### config.mk
export PLATFORM = sky130hd
export DESIGN_NAME = mftm_timer
export DESIGN_NICKNAME = d
export VERILOG_FILES = /design/src/core/mftm_pkg.sv /design/src/core/mftm_timer.sv
export SDC_FILE = /design/constraint.sdc
export NUM_CORES = 1
export LEC_CHECK = 0
export ABC_AREA = 1
export CORE_MARGIN = 2
export CORE_UTILIZATION = 45
export CTS_CLUSTER_DIAMETER = 150
export CTS_CLUSTER_SIZE = 14
export DETAILED_ROUTE_END_ITERATION = 7
export DONT_BUFFER_PORTS = 1
export PLACE_DENSITY_LB_ADDON = 0.12
export SYNTH_ARGS = -nofsm -noshare
export SYNTH_HDL_FRONTEND = slang
export SYNTH_SLANG_ARGS = --single-unit
### constraint.sdc
create_clock -name clk_i -period 3.6 [get_ports clk_i]
set_input_delay 0.54 -clock clk_i [delete_from_list [all_inputs] [get_ports clk_i]]
set_output_delay 0.54 -clock clk_i [all_outputs]
set_load 0.02 [all_outputs]
### src/core/mftm_pkg.sv
// constants and types shared by the multifunction timer mode logic
package mftm_pkg;
  // register byte addresses, one aligned word each
  localparam logic [7:0] MFTM_ADR_CTRL  = 8'h00;
  localparam logic [7:0] MFTM_ADR_MODE  = 8'h04;
  localparam logic [7:0] MFTM_ADR_FLAG  = 8'h08;
  localparam logic [7:0] MFTM_ADR_INPUT = 8'h0C;
  localparam logic [7:0] MFTM_ADR_REG0  = 8'h10;
  localparam logic [7:0] MFTM_ADR_REG1  = 8'h14;
  localparam logic [7:0] MFTM_ADR_CMP0  = 8'h18;
  localparam logic [7:0] MFTM_ADR_CNT   = 8'h1C;
  localparam logic [7:0] MFTM_ADR_PSC   = 8'h20;
  // timer_control_reg bits
  localparam int CTRL_DIR   = 0;
  localparam int CTRL_CLR   = 1;
  localparam int CTRL_CCP   = 2;
  localparam int CTRL_CCMP  = 3;
  localparam int CTRL_START = 4;
  localparam int CTRL_DSTAT = 5;
  // timer_mode_reg bits
  localparam int MODE_ONESHOT = 0;
  localparam int MODE_RETRIG  = 1;
  localparam int MODE_RM0     = 2;
  localparam int MODE_RM1     = 3;
  localparam int MODE_BM      = 4;
  localparam int MODE_CHAIN   = 5;
  // timer_flag_reg bits
  localparam int FLAG_TRIG0 = 0;
  localparam int FLAG_TRIG1 = 1;
  localparam int FLAG_RUN   = 2;
  localparam int FLAG_ALT   = 3;
  // input_control_reg fields
  localparam int ICR_A_LSB    = 0;
  localparam int ICR_B_LSB    = 2;
  localparam int ICR_CODE_LSB = 4;
  localparam logic [1:0] EDGE_NONE    = 2'h0;
  localparam logic [1:0] EDGE_RISE    = 2'h1;
  localparam logic [1:0] EDGE_FALL    = 2'h2;
  localparam logic [1:0] EDGE_BOTH    = 2'h3;
  localparam logic [15:0] MFTM_CNT_MIN = 16'h0000;
  localparam logic [15:0] MFTM_CNT_MAX = 16'hFFFF;
  localparam logic [7:0]  MFTM_PRE_ZERO = 8'h00;

  typedef enum logic [3:0] {
    PIN_NONE = 4'h0, PIN_B_TRIG = 4'h1, PIN_A_GATE = 4'h2, PIN_AG_BT = 4'h3,
    PIN_B_CLK = 4'h4, PIN_A_TRIG = 4'h5, PIN_AG_BC = 4'h6, PIN_AT_BT = 4'h7,
    PIN_UP_DN = 4'h8, PIN_AL_BC = 4'h9, PIN_TUP_TDN = 4'hA, PIN_A_LVL = 4'hB,
    PIN_AUTO = 4'hC, PIN_AT_BC = 4'hD, PIN_AC_BT = 4'hE, PIN_AT_BG = 4'hF
  } mftm_pin_code_type;

  typedef struct packed {
    logic a_trig;
    logic b_trig;
    logic a_gate;
    logic b_gate;
    logic a_clk;
    logic b_clk;
    logic updn_clk;
    logic a_level;
    logic trig_updn;
    logic autodisc;
  } mftm_pin_fn_type;

  typedef struct packed {
    logic        cyc;
    logic        stb;
    logic        we;
    logic [7:0]  adr;
    logic [3:0]  sel;
    logic [31:0] dat;
  } mftm_wb_req_type;

  typedef struct packed {
    logic        ack;
    logic [31:0] dat;
  } mftm_wb_rsp_type;

  typedef struct packed {
    logic        ack;
    logic [31:0] rdat;
    logic        a1, a2, a3, b1, b2, b3;
    logic        soft_dn, ccp, ccmp, start;
    logic        one_shot, retrig, rm0, rm1, bm, chain;
    logic [1:0]  a_sel, b_sel;
    logic [3:0]  pin_code;
    logic [15:0] reg0, reg1, cmp0, cnt;
    logic [7:0]  psc, pre;
    logic        run, alt, dir_dn, pre_tick, eoc;
  } mftm_state_type;

  localparam mftm_state_type MFTM_STATE_RST = '0;
endpackage

### src/core/mftm_timer.sv
// multifunction timer: trigger, reload, capture and counting mode logic
// Functional notes
// - triggers come from soft trigger bits or pin edges, rising, falling or both
// - pin A or soft bit 0 captures or loads register 0, except bicapture
// - pin B or soft bit 1 captures register 1; no trigger loads from register 1
// - pin B may trigger register 0 when it loads and register 1 monitors
// - one-shot stops without reload at end of count; pin or soft0 restarts
// - continuous mode reloads at end of count from register 0 or alternate
// - one-shot triggered mode ignores triggers before end of count
// - one-shot retriggered mode reloads from register 0 on each trigger
// - continuous with triggered mode disables every trigger
// - gated mode counts only while selected gate pin is low
// - each holding register captures count on its trigger when capture-selected
// - pin direction overrides soft direction bit; status bit shows direction
// - free-running wraps without reload in bicapture or continuous reg0 capture
// - register 1 mirrors the counter when not capturing and not bivalue
// - clear forces 0000h counting up, FFFFh counting down
// - clear-on-capture and clear-on-compare clear counter and reload prescaler
// - biload alternates reload registers, register 0 first after bivalue rises
// - biload triggers reload register 0 and restart; one-shot uses register 0
// - bicapture alternates captures, register 0 first after bivalue cleared
// - chaining feeds prescaler from partner prescaler output; 00h matches rate
// - autodiscrimination steps once up or down by pin B/A phase order
//
// Our own choices: the Wishbone register port and the address map.
module mftm_timer
  import mftm_pkg::*;
(
  input  wire logic                      clk_i,
  input  wire logic                      rst_i,
  input  wire mftm_pkg::mftm_wb_req_type wb_req_i,
  output mftm_pkg::mftm_wb_rsp_type      wb_rsp_o,
  input  wire logic                      pin_a_i,
  input  wire logic                      pin_b_i,
  input  wire logic                      chain_tick_i,
  output logic                           prescaler_tick_o,
  output logic                           end_of_count_o,
  output logic [15:0]                    counter_o
);
  import mftm_pkg::*;

  mftm_state_type  s;
  mftm_state_type  n;
  mftm_pin_fn_type fn;
  logic            req, wr, rd_en;
  logic            a_edge, b_edge, a_rise, b_rise;
  logic            soft0, soft1, clr_cmd;
  logic            trig_en, t0_raw, t1_raw, t0, t1, b_to_0;
  logic            dir_dn_now, step_ev, ext_step, src, gate_ok, active;
  logic            ptick, tick, free, eoc_now, biload;
  logic [31:0]     rd;

  function automatic logic edge_hit(input logic cur, input logic prev, input logic [1:0] sel);
    logic r;
    r = 1'b0;
    unique case (sel)
      EDGE_NONE: r = 1'b0;
      EDGE_RISE: r = cur & ~prev;
      EDGE_FALL: r = ~cur & prev;
      EDGE_BOTH: r = cur ^ prev;
    endcase
    return r;
  endfunction

  function automatic logic [15:0] wr16(input logic [15:0] old, input logic [31:0] d,
                                       input logic [3:0] sel);
    logic [15:0] r;
    r = old;
    if (sel[0]) begin
      r[7:0] = d[7:0];
    end
    if (sel[1]) begin
      r[15:8] = d[15:8];
    end
    return r;
  endfunction

  function automatic mftm_pin_fn_type pin_decode(input logic [3:0] code);
    mftm_pin_fn_type f;
    f = '0;
    unique case (mftm_pin_code_type'(code))
      PIN_NONE:    f = '0;
      PIN_B_TRIG:  f.b_trig = 1'b1;
      PIN_A_GATE:  f.a_gate = 1'b1;
      PIN_AG_BT:   begin f.a_gate = 1'b1; f.b_trig = 1'b1; end
      PIN_B_CLK:   f.b_clk = 1'b1;
      PIN_A_TRIG:  f.a_trig = 1'b1;
      PIN_AG_BC:   begin f.a_gate = 1'b1; f.b_clk = 1'b1; end
      PIN_AT_BT:   begin f.a_trig = 1'b1; f.b_trig = 1'b1; end
      PIN_UP_DN:   f.updn_clk = 1'b1;
      PIN_AL_BC:   begin f.a_level = 1'b1; f.b_clk = 1'b1; end
      PIN_TUP_TDN: f.trig_updn = 1'b1;
      PIN_A_LVL:   f.a_level = 1'b1;
      PIN_AUTO:    f.autodisc = 1'b1;
      PIN_AT_BC:   begin f.a_trig = 1'b1; f.b_clk = 1'b1; end
      PIN_AC_BT:   begin f.a_clk = 1'b1; f.b_trig = 1'b1; end
      PIN_AT_BG:   begin f.a_trig = 1'b1; f.b_gate = 1'b1; end
    endcase
    return f;
  endfunction

  always_comb begin
    n          = s;
    fn         = pin_decode(s.pin_code);
    rd         = '0;
    req        = wb_req_i.cyc & wb_req_i.stb & ~s.ack;
    wr         = req & wb_req_i.we;
    rd_en      = req & ~wb_req_i.we;
    soft0      = 1'b0;
    soft1      = 1'b0;
    clr_cmd    = 1'b0;
    step_ev    = 1'b0;
    dir_dn_now = s.soft_dn;
    ptick      = 1'b0;
    eoc_now    = 1'b0;
    // bus handshake: answer one cycle after the request, then drop
    n.ack = req;
    // pin synchronisers, edges seen between second and third stage
    n.a1   = pin_a_i;
    n.a2   = s.a1;
    n.a3   = s.a2;
    n.b1   = pin_b_i;
    n.b2   = s.b1;
    n.b3   = s.b2;
    a_edge = edge_hit(s.a2, s.a3, s.a_sel);
    b_edge = edge_hit(s.b2, s.b3, s.b_sel);
    a_rise = s.a2 & ~s.a3;
    b_rise = s.b2 & ~s.b3;

    // register writes
    if (wr && wb_req_i.sel[0]) begin
      unique case (wb_req_i.adr)
        MFTM_ADR_CTRL: begin
          n.soft_dn = wb_req_i.dat[CTRL_DIR];
          n.ccp     = wb_req_i.dat[CTRL_CCP];
          n.ccmp    = wb_req_i.dat[CTRL_CCMP];
          n.start   = wb_req_i.dat[CTRL_START];
          clr_cmd   = wb_req_i.dat[CTRL_CLR];
          if (wb_req_i.dat[CTRL_START] && !s.start) begin
            n.run = 1'b1;
          end
        end
        MFTM_ADR_MODE: begin
          n.one_shot = wb_req_i.dat[MODE_ONESHOT];
          n.retrig   = wb_req_i.dat[MODE_RETRIG];
          n.rm0      = wb_req_i.dat[MODE_RM0];
          n.rm1      = wb_req_i.dat[MODE_RM1];
          n.bm       = wb_req_i.dat[MODE_BM];
          n.chain    = wb_req_i.dat[MODE_CHAIN];
        end
        MFTM_ADR_FLAG: begin
          soft0 = wb_req_i.dat[FLAG_TRIG0];
          soft1 = wb_req_i.dat[FLAG_TRIG1];
        end
        MFTM_ADR_INPUT: begin
          n.a_sel    = wb_req_i.dat[ICR_A_LSB +: 2];
          n.b_sel    = wb_req_i.dat[ICR_B_LSB +: 2];
          n.pin_code = wb_req_i.dat[ICR_CODE_LSB +: 4];
        end
        MFTM_ADR_PSC: n.psc = wb_req_i.dat[7:0];
        default: ;
      endcase
    end
    if (wr) begin
      unique case (wb_req_i.adr)
        MFTM_ADR_REG0: n.reg0 = wr16(s.reg0, wb_req_i.dat, wb_req_i.sel);
        MFTM_ADR_REG1: n.reg1 = wr16(s.reg1, wb_req_i.dat, wb_req_i.sel);
        MFTM_ADR_CMP0: n.cmp0 = wr16(s.cmp0, wb_req_i.dat, wb_req_i.sel);
        default: ;
      endcase
    end

    // direction: pin assignment wins over the software bit
    if (fn.updn_clk) begin
      if (b_edge) begin
        step_ev = 1'b1;
        n.dir_dn = 1'b1;
      end else if (a_edge) begin
        step_ev = 1'b1;
        n.dir_dn = 1'b0;
      end
      dir_dn_now = n.dir_dn;
    end else if (fn.autodisc) begin
      // pin B leading pin A counts up, pin A leading pin B counts down
      if (a_rise && s.b2) begin
        step_ev = 1'b1;
        n.dir_dn = 1'b0;
      end else if (b_rise && s.a2) begin
        step_ev = 1'b1;
        n.dir_dn = 1'b1;
      end
      dir_dn_now = n.dir_dn;
    end else if (fn.trig_updn) begin
      if (b_edge) begin
        n.dir_dn = 1'b1;
      end else if (a_edge) begin
        n.dir_dn = 1'b0;
      end
      dir_dn_now = n.dir_dn;
    end else if (fn.a_level) begin
      dir_dn_now = ~s.a2;
      n.dir_dn   = ~s.a2;
    end else begin
      n.dir_dn = s.soft_dn;
    end

    // prescaler, fed by system clock, a pin edge or the partner's tick
    active   = s.start & s.run;
    ext_step = fn.updn_clk | fn.autodisc;
    gate_ok  = fn.a_gate ? ~s.a2 : (fn.b_gate ? ~s.b2 : 1'b1);
    if (fn.a_clk) begin
      src = a_edge;
    end else if (fn.b_clk) begin
      src = b_edge;
    end else if (s.chain) begin
      src = chain_tick_i;
    end else begin
      src = 1'b1;
    end
    if (active && gate_ok && src && !ext_step) begin
      if (s.pre == MFTM_PRE_ZERO) begin
        n.pre = s.psc;
        ptick = 1'b1;
      end else begin
        n.pre = s.pre - 8'h01;
      end
    end
    tick       = ext_step ? (step_ev & active) : ptick;
    n.pre_tick = ptick;

    // counting and end of count
    biload = s.bm & ~s.rm0;
    free   = (s.bm & s.rm0) | (s.rm0 & ~s.one_shot);
    if (tick) begin
      eoc_now = ~free & (dir_dn_now ? (s.cnt == MFTM_CNT_MIN) : (s.cnt == MFTM_CNT_MAX));
      if (!eoc_now) begin
        n.cnt = dir_dn_now ? s.cnt - 16'h0001 : s.cnt + 16'h0001;
      end else if (s.one_shot) begin
        n.run = 1'b0;
      end else if (biload && s.alt) begin
        n.cnt = s.reg1;
        n.alt = 1'b0;
      end else begin
        n.cnt = s.reg0;
        n.alt = biload;
      end
    end
    n.eoc = eoc_now;

    // triggers: masked while running in one-shot triggered mode, always in
    // continuous triggered mode
    trig_en = s.one_shot ? (s.retrig | ~s.run) : s.retrig;
    b_to_0  = ~s.rm0 & ~s.bm & (~s.rm1 | s.one_shot);
    t0_raw  = soft0 | (fn.a_trig & a_edge) | (b_to_0 & fn.b_trig & b_edge);
    t1_raw  = soft1 | (~b_to_0 & ~s.bm & fn.b_trig & b_edge);
    t0      = t0_raw & trig_en;
    t1      = t1_raw & trig_en;
    if (t0) begin
      if (s.rm0) begin
        if (s.bm && s.alt) begin
          n.reg1 = s.cnt;
          n.alt  = 1'b0;
        end else begin
          n.reg0 = s.cnt;
          n.alt  = s.bm;
          if (s.ccp) begin
            clr_cmd = 1'b1;
          end
        end
      end else begin
        n.cnt = s.reg0;
        n.run = 1'b1;
        n.pre = s.psc;
        n.alt = s.bm;
      end
    end
    if (t1 && s.rm1) begin
      n.reg1 = s.cnt;
    end

    // clears: direct bit, capture or compare match
    if (tick && s.ccmp && s.cnt == s.cmp0) begin
      clr_cmd = 1'b1;
    end
    if (clr_cmd) begin
      n.cnt = dir_dn_now ? MFTM_CNT_MAX : MFTM_CNT_MIN;
      n.pre = s.psc;
    end
    if (!s.bm) begin
      n.alt = 1'b0;
    end
    if (!s.rm1 && !s.bm) begin
      n.reg1 = n.cnt;
    end

    // read data
    unique case (wb_req_i.adr)
      MFTM_ADR_CTRL: begin
        rd[CTRL_DIR]   = s.soft_dn;
        rd[CTRL_CCP]   = s.ccp;
        rd[CTRL_CCMP]  = s.ccmp;
        rd[CTRL_START] = s.start;
        rd[CTRL_DSTAT] = s.dir_dn;
      end
      MFTM_ADR_MODE: begin
        rd[MODE_ONESHOT] = s.one_shot;
        rd[MODE_RETRIG]  = s.retrig;
        rd[MODE_RM0]     = s.rm0;
        rd[MODE_RM1]     = s.rm1;
        rd[MODE_BM]      = s.bm;
        rd[MODE_CHAIN]   = s.chain;
      end
      MFTM_ADR_FLAG: begin
        rd[FLAG_RUN] = s.run;
        rd[FLAG_ALT] = s.alt;
      end
      MFTM_ADR_INPUT: rd[7:0] = {s.pin_code, s.b_sel, s.a_sel};
      MFTM_ADR_REG0:  rd[15:0] = s.reg0;
      MFTM_ADR_REG1:  rd[15:0] = s.reg1;
      MFTM_ADR_CMP0:  rd[15:0] = s.cmp0;
      MFTM_ADR_CNT:   rd[15:0] = s.cnt;
      MFTM_ADR_PSC:   rd[7:0] = s.psc;
      default:        rd = '0;
    endcase
    if (rd_en) begin
      n.rdat = rd;
    end
  end

  always_ff @(posedge clk_i) begin
    if (rst_i) begin
      s <= MFTM_STATE_RST;
    end else begin
      s <= n;
    end
  end

  assign wb_rsp_o         = '{ack: s.ack, dat: s.rdat};
  assign prescaler_tick_o = s.pre_tick;
  assign end_of_count_o   = s.eoc;
  assign counter_o        = s.cnt;

  property p_clear;
    @(posedge clk_i) disable iff (rst_i)
      (wr && wb_req_i.sel[0] && wb_req_i.adr == MFTM_ADR_CTRL && wb_req_i.dat[CTRL_CLR])
      |=> (s.cnt == ($past(dir_dn_now) ? MFTM_CNT_MAX : MFTM_CNT_MIN));
  endproperty
  a_clear: assert property (p_clear) else $error("clear value wrong");

  property p_one_shot_stop;
    @(posedge clk_i) disable iff (rst_i)
      (eoc_now && s.one_shot && !t0 && !clr_cmd) |=> (!s.run && $stable(s.cnt));
  endproperty
  a_one_shot_stop: assert property (p_one_shot_stop) else $error("one-shot kept running");

  property p_reload;
    @(posedge clk_i) disable iff (rst_i)
      (eoc_now && !s.one_shot && !biload && !t0 && !clr_cmd && !wr)
      |=> (s.cnt == $past(s.reg0));
  endproperty
  a_reload: assert property (p_reload) else $error("no reload from register 0");

  property p_trig_mask;
    @(posedge clk_i) disable iff (rst_i)
      (s.one_shot && !s.retrig && s.run) |-> !t0 && !t1;
  endproperty
  a_trig_mask: assert property (p_trig_mask) else $error("trigger taken while running");

  property p_cont_no_trig;
    @(posedge clk_i) disable iff (rst_i)
      (!s.one_shot && !s.retrig && t0_raw) |=> $stable(s.reg0) || $past(wr);
  endproperty
  a_cont_no_trig: assert property (p_cont_no_trig) else $error("trigger acted");

  property p_gate;
    @(posedge clk_i) disable iff (rst_i)
      (fn.a_gate && s.a2 && !ext_step && !t0 && !clr_cmd && !wr) |=> $stable(s.pre);
  endproperty
  a_gate: assert property (p_gate) else $error("prescaler ran with gate high");

  property p_monitor;
    @(posedge clk_i) disable iff (rst_i)
      ($past(!s.rm1 && !s.bm) && !$past(rst_i)) |-> (s.reg1 == s.cnt);
  endproperty
  a_monitor: assert property (p_monitor) else $error("register 1 not mirroring");

  property p_bicap_alt;
    @(posedge clk_i) disable iff (rst_i)
      (t0 && s.rm0 && s.bm && s.alt) |=> (s.reg1 == $past(s.cnt)) && !s.alt;
  endproperty
  a_bicap_alt: assert property (p_bicap_alt) else $error("bicapture did not alternate");

  property p_ack;
    @(posedge clk_i) disable iff (rst_i)
      (wb_req_i.cyc && wb_req_i.stb && !s.ack) |=> s.ack ##1 !s.ack;
  endproperty
  a_ack: assert property (p_ack) else $error("bus ack not one cycle");
endmodule // mftm_timer

======== Word level (Yosys, flattened, before mapping) ========
Cells that the tools add are included.
W data, S select, Z words.
storage, ports and cells
  bits of input ports ..................... 52
  bits in registers ....................... 126
  output and inout bits ................... 51
operators by class
  bitwise operators ....................... 47
  equality and inequality tests ........... 32
  mux-type cells .......................... 93
  reductions and logical operators ........ 38
  $add $sub $neg .......................... 3
operators by type and width
  kind                     number
  $mux W16                 16
  $mux W8                  9
  $mux W32                 2
  $mux W1                  53
  $mux W48                 1
  $eq A4 B4 Y1 const B     8
  $eq A8 B5 Y1 const B     4
  $pmux W8 S4              1
  $and A1 B1 Y1            24
  $pmux W2 S9              1
  $add A16 B1 Y16 const B  1
  $eq A16 B16 Y1           1
  $eq A16 B16 Y1 const B   1
  $eq A4 B3 Y1 const B     4
  $eq A8 B4 Y1 const B     2
  $logic_not A16 Y1        1
  $logic_not A8 Y1         2
  $pmux W2 S8              1
  $sub A16 B1 Y16 const B  1
  $not A1 Y1               14
  $logic_and A1 B1 Y1      13
  $pmux W2 S6              1
  $reduce_or A4 Y1         3
  $mux W10                 1
  22 further kinds         48

======== Longest topological paths before layout ========
  depth in word-level cells ............... 16
  gate-level depth with buffers ........... 29
  mapped depth without buffers ............ 29

======== Worst setup path after synthesis ========
No wires, ideal clock.
  path kind ............................... reg-to-reg
  start point ............................. register s[103] (netlist name)
  end point ............................... register s[67] (netlist name)
  path buffers ............................ 0
  clock period less this slack ............ 3.315 ns
  required time ........................... 3.491 ns
  path slack .............................. 0.285 ns
  stages on the path, launching flop included .. 30
  arrival time ............................ 3.206 ns
  cell sequence ........................... dfxtp_1 > inv_1 > ha_1 > inv_1 > nand3_1 > nand3_1 > inv_1 > nand2_1 > nand2_1 > nand2_1 > nand2_1 > nand2_1 > inv_1 > fa_1 > inv_1 > nand3_1 > nand2_1 > nand2_1 > nand2_1 > nand4_1 > nand2_1 > nand2_1 > nand2_1 > nand2_1 > nand3_1 > nand3_1 > nand2_1 > nand3_1 > nand2_1 > inv_1
between the ends
  cells in the longest elaborated chain, start to end .. 15
  elaborated cells between the ends (all ways) .. 47
RTL lines
  item                                                line                                                     text
  start, declared                                     mftm_timer.sv:42                                         mftm_state_type s;
  start signal, assigned                              mftm_timer.sv:334                                        s <= n;
  $not A1 Y1                                          mftm_timer.sv:58, mftm_timer.sv:128
  $and A1 B1 Y1                                       mftm_timer.sv:58, mftm_timer.sv:128
  $pmux W1 S4 or $logic_and A1 B1 Y1 (tied branches)  mftm_timer.sv:56, mftm_timer.sv:188
  $mux W1 (on tied branches)                          mftm_timer.sv:175, mftm_timer.sv:194, mftm_timer.sv:188
  $mux W1 (on tied branches)                          mftm_timer.sv:193, mftm_timer.sv:185
  $mux W1                                             mftm_timer.sv:183                                        end else if (fn.autodisc) begin
  $mux W1 *                                           mftm_timer.sv:174                                        if (fn.updn_clk) begin
  net dir_dn_now                                      mftm_timer.sv:49                                         logic dir_dn_now, step_ev, ext_step, src, gate_ok, active;
  $mux W1                                             mftm_timer.sv:235                                        eoc_now = ~free & (dir_dn_now ? (s.cnt == MFTM_CNT_MIN) : (s.cnt == MFTM_CNT_MAX));
  $and A1 B1 Y1                                       mftm_timer.sv:235
  $mux W16                                            mftm_timer.sv:236                                        if (!eoc_now) begin
  $mux W16                                            mftm_timer.sv:234                                        if (tick) begin
  $mux W16                                            mftm_timer.sv:259                                        if (s.rm0) begin
  $mux W16                                            mftm_timer.sv:258                                        if (t0) begin
  $mux W16 *                                          mftm_timer.sv:285                                        if (clr_cmd) begin
  $mux W16 *                                          mftm_timer.sv:292                                        if (!s.rm1 && !s.bm) begin
Mark *: on every way through the listed nets, which the timed path passes. The rest lies on a longest branch.
A chain may end at the register's enable or synchronous reset.

======== Worst setup path after layout ========
  start point ............................. register s[106] (netlist name)
  end point ............................... register s[68] (netlist name)
between the ends
  cells in the longest elaborated chain, start to end .. 16
  elaborated cells between the ends (all ways) .. 43
RTL lines
  item            line                                  text
  $not A1 Y1      mftm_timer.sv:58, mftm_timer.sv:127
  $and A1 B1 Y1   mftm_timer.sv:58, mftm_timer.sv:127
  $pmux W1 S4     mftm_timer.sv:56                      unique case (sel)
  $mux W1         mftm_timer.sv:178, mftm_timer.sv:196
  $mux W1         mftm_timer.sv:175, mftm_timer.sv:194
  $mux W1         mftm_timer.sv:193                     end else if (fn.trig_updn) begin
  $mux W1         mftm_timer.sv:183
  $mux W1 *       mftm_timer.sv:174
  net dir_dn_now  mftm_timer.sv:49
  $mux W1         mftm_timer.sv:235
  $and A1 B1 Y1   mftm_timer.sv:235
  $mux W16        mftm_timer.sv:236
  $mux W16        mftm_timer.sv:234
  $mux W16        mftm_timer.sv:259
  $mux W16        mftm_timer.sv:258
  $mux W16 *      mftm_timer.sv:285
  $mux W16 *      mftm_timer.sv:292
Marked as above.

==> key figures <==
Status
  • Status: finished clean

Worst setup path
  • Startpoint Class: flop
  • Crit. End Element: flop
  • Worst reg-to-reg path cell count: 24
  • WP data required: 3.93 ns
  • Type of the worst setup path: reg -> reg
  • Crit-path max FO: 18
  • Arrival @ worst endpoint: 3.65 ns

Yosys
  • Mean Syn Cell Area: 6.35 um2
  • Syn Inst Count: 1358
  • Register area share after synthesis: 29.3%
  • Register bit total from synthesis: 126
  • Asr flop ratio synth: 0%
  • Area contributors post-synth: dfxtp_1 (29%), nand2_1 (14%), o21ai_0 (8.5%), a21oi_1 (6.4%), inv_1 (6.0%)
  • Largest area contributor in the netlist: dfxtp_1
  • Post-Synthesis Cell Area: 8620 um2
  • Yosys top cell area share: 29.3%
  • Warnings from Yosys: 0
  • Top-count cell post-synth: nand2_1
  • Synth cell types: 47
  • Synth Flop Type: dfxtp_1
  • Number of flops mapped to enable cells by yosys: 0
  • Post-synth top cells: nand2_1 (317), o21ai_0 (146), inv_1 (138)

Timing
  • Final hold vios: 0
  • Crit share post-route: 92.2%
  • FMAX: 0.301 GHz
  • Setup-failing EPs final: 0
  • Worst slew margin: 44.3%
  • RSZ-0062 raised after global routing: no
  • Worst slew pin tran: 0.835 ns
  • Fin crit period: 3.32 ns
  • Setup TNS: 0 ns
  • Slew Viols, Final: 0
  • Final Skew: 0.0104 ns

Placed design
  • Placed cell areas: 8540 um2
  • Placed Cells: 1522
  • DP HPWL: 21.5 mm
  • Buffers on Ports: 0
  • Final GP Congestion: 0.951

Hold path
  • Min-delay worst type: in -> reg
  • WHS Path Cells: 1

Finish
  • Ant diodes: 0
  • Fillers: 1993
  • Final #Nets: 1382
  • Multi-input logic area: 4970 um2
  • Reg area: 2530 um2
  • Synth-to-layout area growth: 6.46%
  • Layout cells sized above 1: 7.80%
  • Non-Filler Instances: 1555
  • Final instance area: 9180 um2

Pwr
  • Net Sw Frac: 24.0%
  • P_leak: 4.01 nW
  • Sequential power share: 43.3%
  • Max IR drop VDD: 0.295 mV
  • Clock Power Share: 54.5%
  • Power Total: 3.24 mW
  • Internal power: 2.46 mW
  • Power Dens Cells: 353 nW/um2
  • Comb power frac: 2.2%
  • Psw: 778 uW

Clocking
  • Clk root buf: clkbuf_16
  • Bufs on Longest Clock Path: 2
  • Sink Count: 126
  • CTS tree: yes
  • H-tree depth: 4
  • CTS clock-pin slew for the worst setup and hold paths: 0.06 ns
  • Clk Latency, worst-skew pair: 0.44 ns
  • Cts bufs inserted: 17

Detailed routing
  • Vias per std cell: 5.68
  • Initial DRT Pass Iterations: 6
  • DRC: 0
  • Routed length per instance: 18.6 um
  • Final WL: 28.9 mm
  • Post-route ant nets: 0
  • DR iter-0 viols: 810
  • Via count: 8834

Run
  • Max-cap violations: 0

Floorplanning
  • Ports: 103
  • Chip width: 142 um
  • # rows: 50
  • Core area: 18800 um2
  • Die ar.: 20300 um2
  • Initial core utilization: 45.9%
  • Die Height: 142 um

GRT
  • Largest net degree at the start of global routing: 69
  • First-pass GRT wire length: 45.5 mm
  • Vias in the first global route: 8131
  • Gr usage total: 29.3%
  • Antenna violations before repair: 0
  • Overflow after GRT: 0
-- cell usage in the layout, fill, tap and decap left out, drive strengths merged, types with 2 or more instances in the layout --
master      n
a211oi      3
a21boi      2
a21o        2
a21oi     110
a221oi      5
a311oi     12
a31oi       5
buf        29
bufinv      2
clkbuf     18
clkinv      6
clkinvlp    5
conb       16
dfxtp     126
ha         21
inv       150
nand2     321
nand3     101
nand3b      2
nand4      23
nor2      134
nor3       10
nor4        4
o2111ai    11
o211ai      9
o21ai     149
o22ai      11
o31ai       5
o41ai       2
or2         4
xnor2       7
xor2       11
-- routing by layer --
layer / share of wire, % / track usage [%] / vias to the layer above
li1: - / - / 4365
met1: 45 / 40.0 / 4083
met2: 46 / 46.6 / 330
met3: 6.9 / 5.45 / 56
met4: 2.6 / 9.59 / 0
met5: 0 / 0 / -
-- path summary, 6_finish.rpt --
path / slack [ns] / start / endpoint
worst max-delay path: 0.28 / s[106] / s[68]
worst min-delay path: 0.18 / rst_i / s[78]
worst max register to register: 0.28 / s[106] / s[68]
worst min register to register: 0.39 / n[107] / n[106]
-- critical path, cell delays in order (launching register included) --
cell and delay, ns:
dfxtp_1 0.33, inv_1 0.04, ha_1 0.28, nand2_1 0.06, nand3_1 0.14, nand3_1 0.10
nand2_1 0.08, nand2_1 0.06, nand2_1 0.05, nand2_2 0.11, nand2_2 0.09, buf_12 0.16
ha_1 0.34, a21o_1 0.22, a21boi_0 0.17, nand3_1 0.19, a21oi_2 0.22, nand3b_1 0.13
nand3_1 0.08, nand2_1 0.07, nand2_1 0.05, nand2_1 0.07, nand3_1 0.07, nand2_1 0.08
inv_1 0.03
-- final cells by class --
class,instances,share of cell area (%)
Multi-Input combinational cell,985,54.2
Sequential cell,126,27.5
Inverter,149,6.09
Clock buffer,18,4.78
Tap cell,234,3.19
Timing Repair Buffer,29,2.51
Clock inverter,14,1.73
-- per-stage QoR --
step,hold slack [ns],setup slack [ns],util [%]
final,0.176,0.281,48.9
after global routing,0.157,0.00148,48.9
after CTS,0.167,0.0831,48.7
after detailed placement,0.392,0.135,45.5
after global placement,0.393,0.158,45.5
after floorplan,0.388,0.285,-
-- power groups by stage --
stage	Clock, mW	Combinational (mW)	Sequential [mW]
after floorplan	0	0.0817	1.43
after global placement	0	0.0701	1.44
after detailed placement	0	0.0700	1.44
after CTS	1.78	0.0704	1.40
after global routing	1.85	0.0807	1.40
final	1.76	0.0712	1.40
-- state kept, by name, indices dropped and copies added (netlist names) --
name and flops:
counter_o 16, end_of_count_o 1, n 4, prescaler_tick_o 1, s 87, wb_rsp_o 17
-- logic make-up (layout without fill, tap and decap cells) --
group	Yosys count	count (layout)	synth area share, %
AO/OA/AOI/OAI	329	329	21.5
XOR/XNOR	18	18	1.83
adder cells (fa/ha/maj)	22	22	3.28
buffers and inverters	262	210	14.1
flip-flops	126	126	29.3
multiplexers	1	1	0.116
other	1	16	0.0435
AND/OR/NAND/NOR	599	599	29.9
-- repair_timing --
item,CTS,global route
buffers inserted,0,1
endpoints found under the setup margin,0,16
hold buffers,0,0
resized for setup,0,14
(Power assumes the default switching activity.)
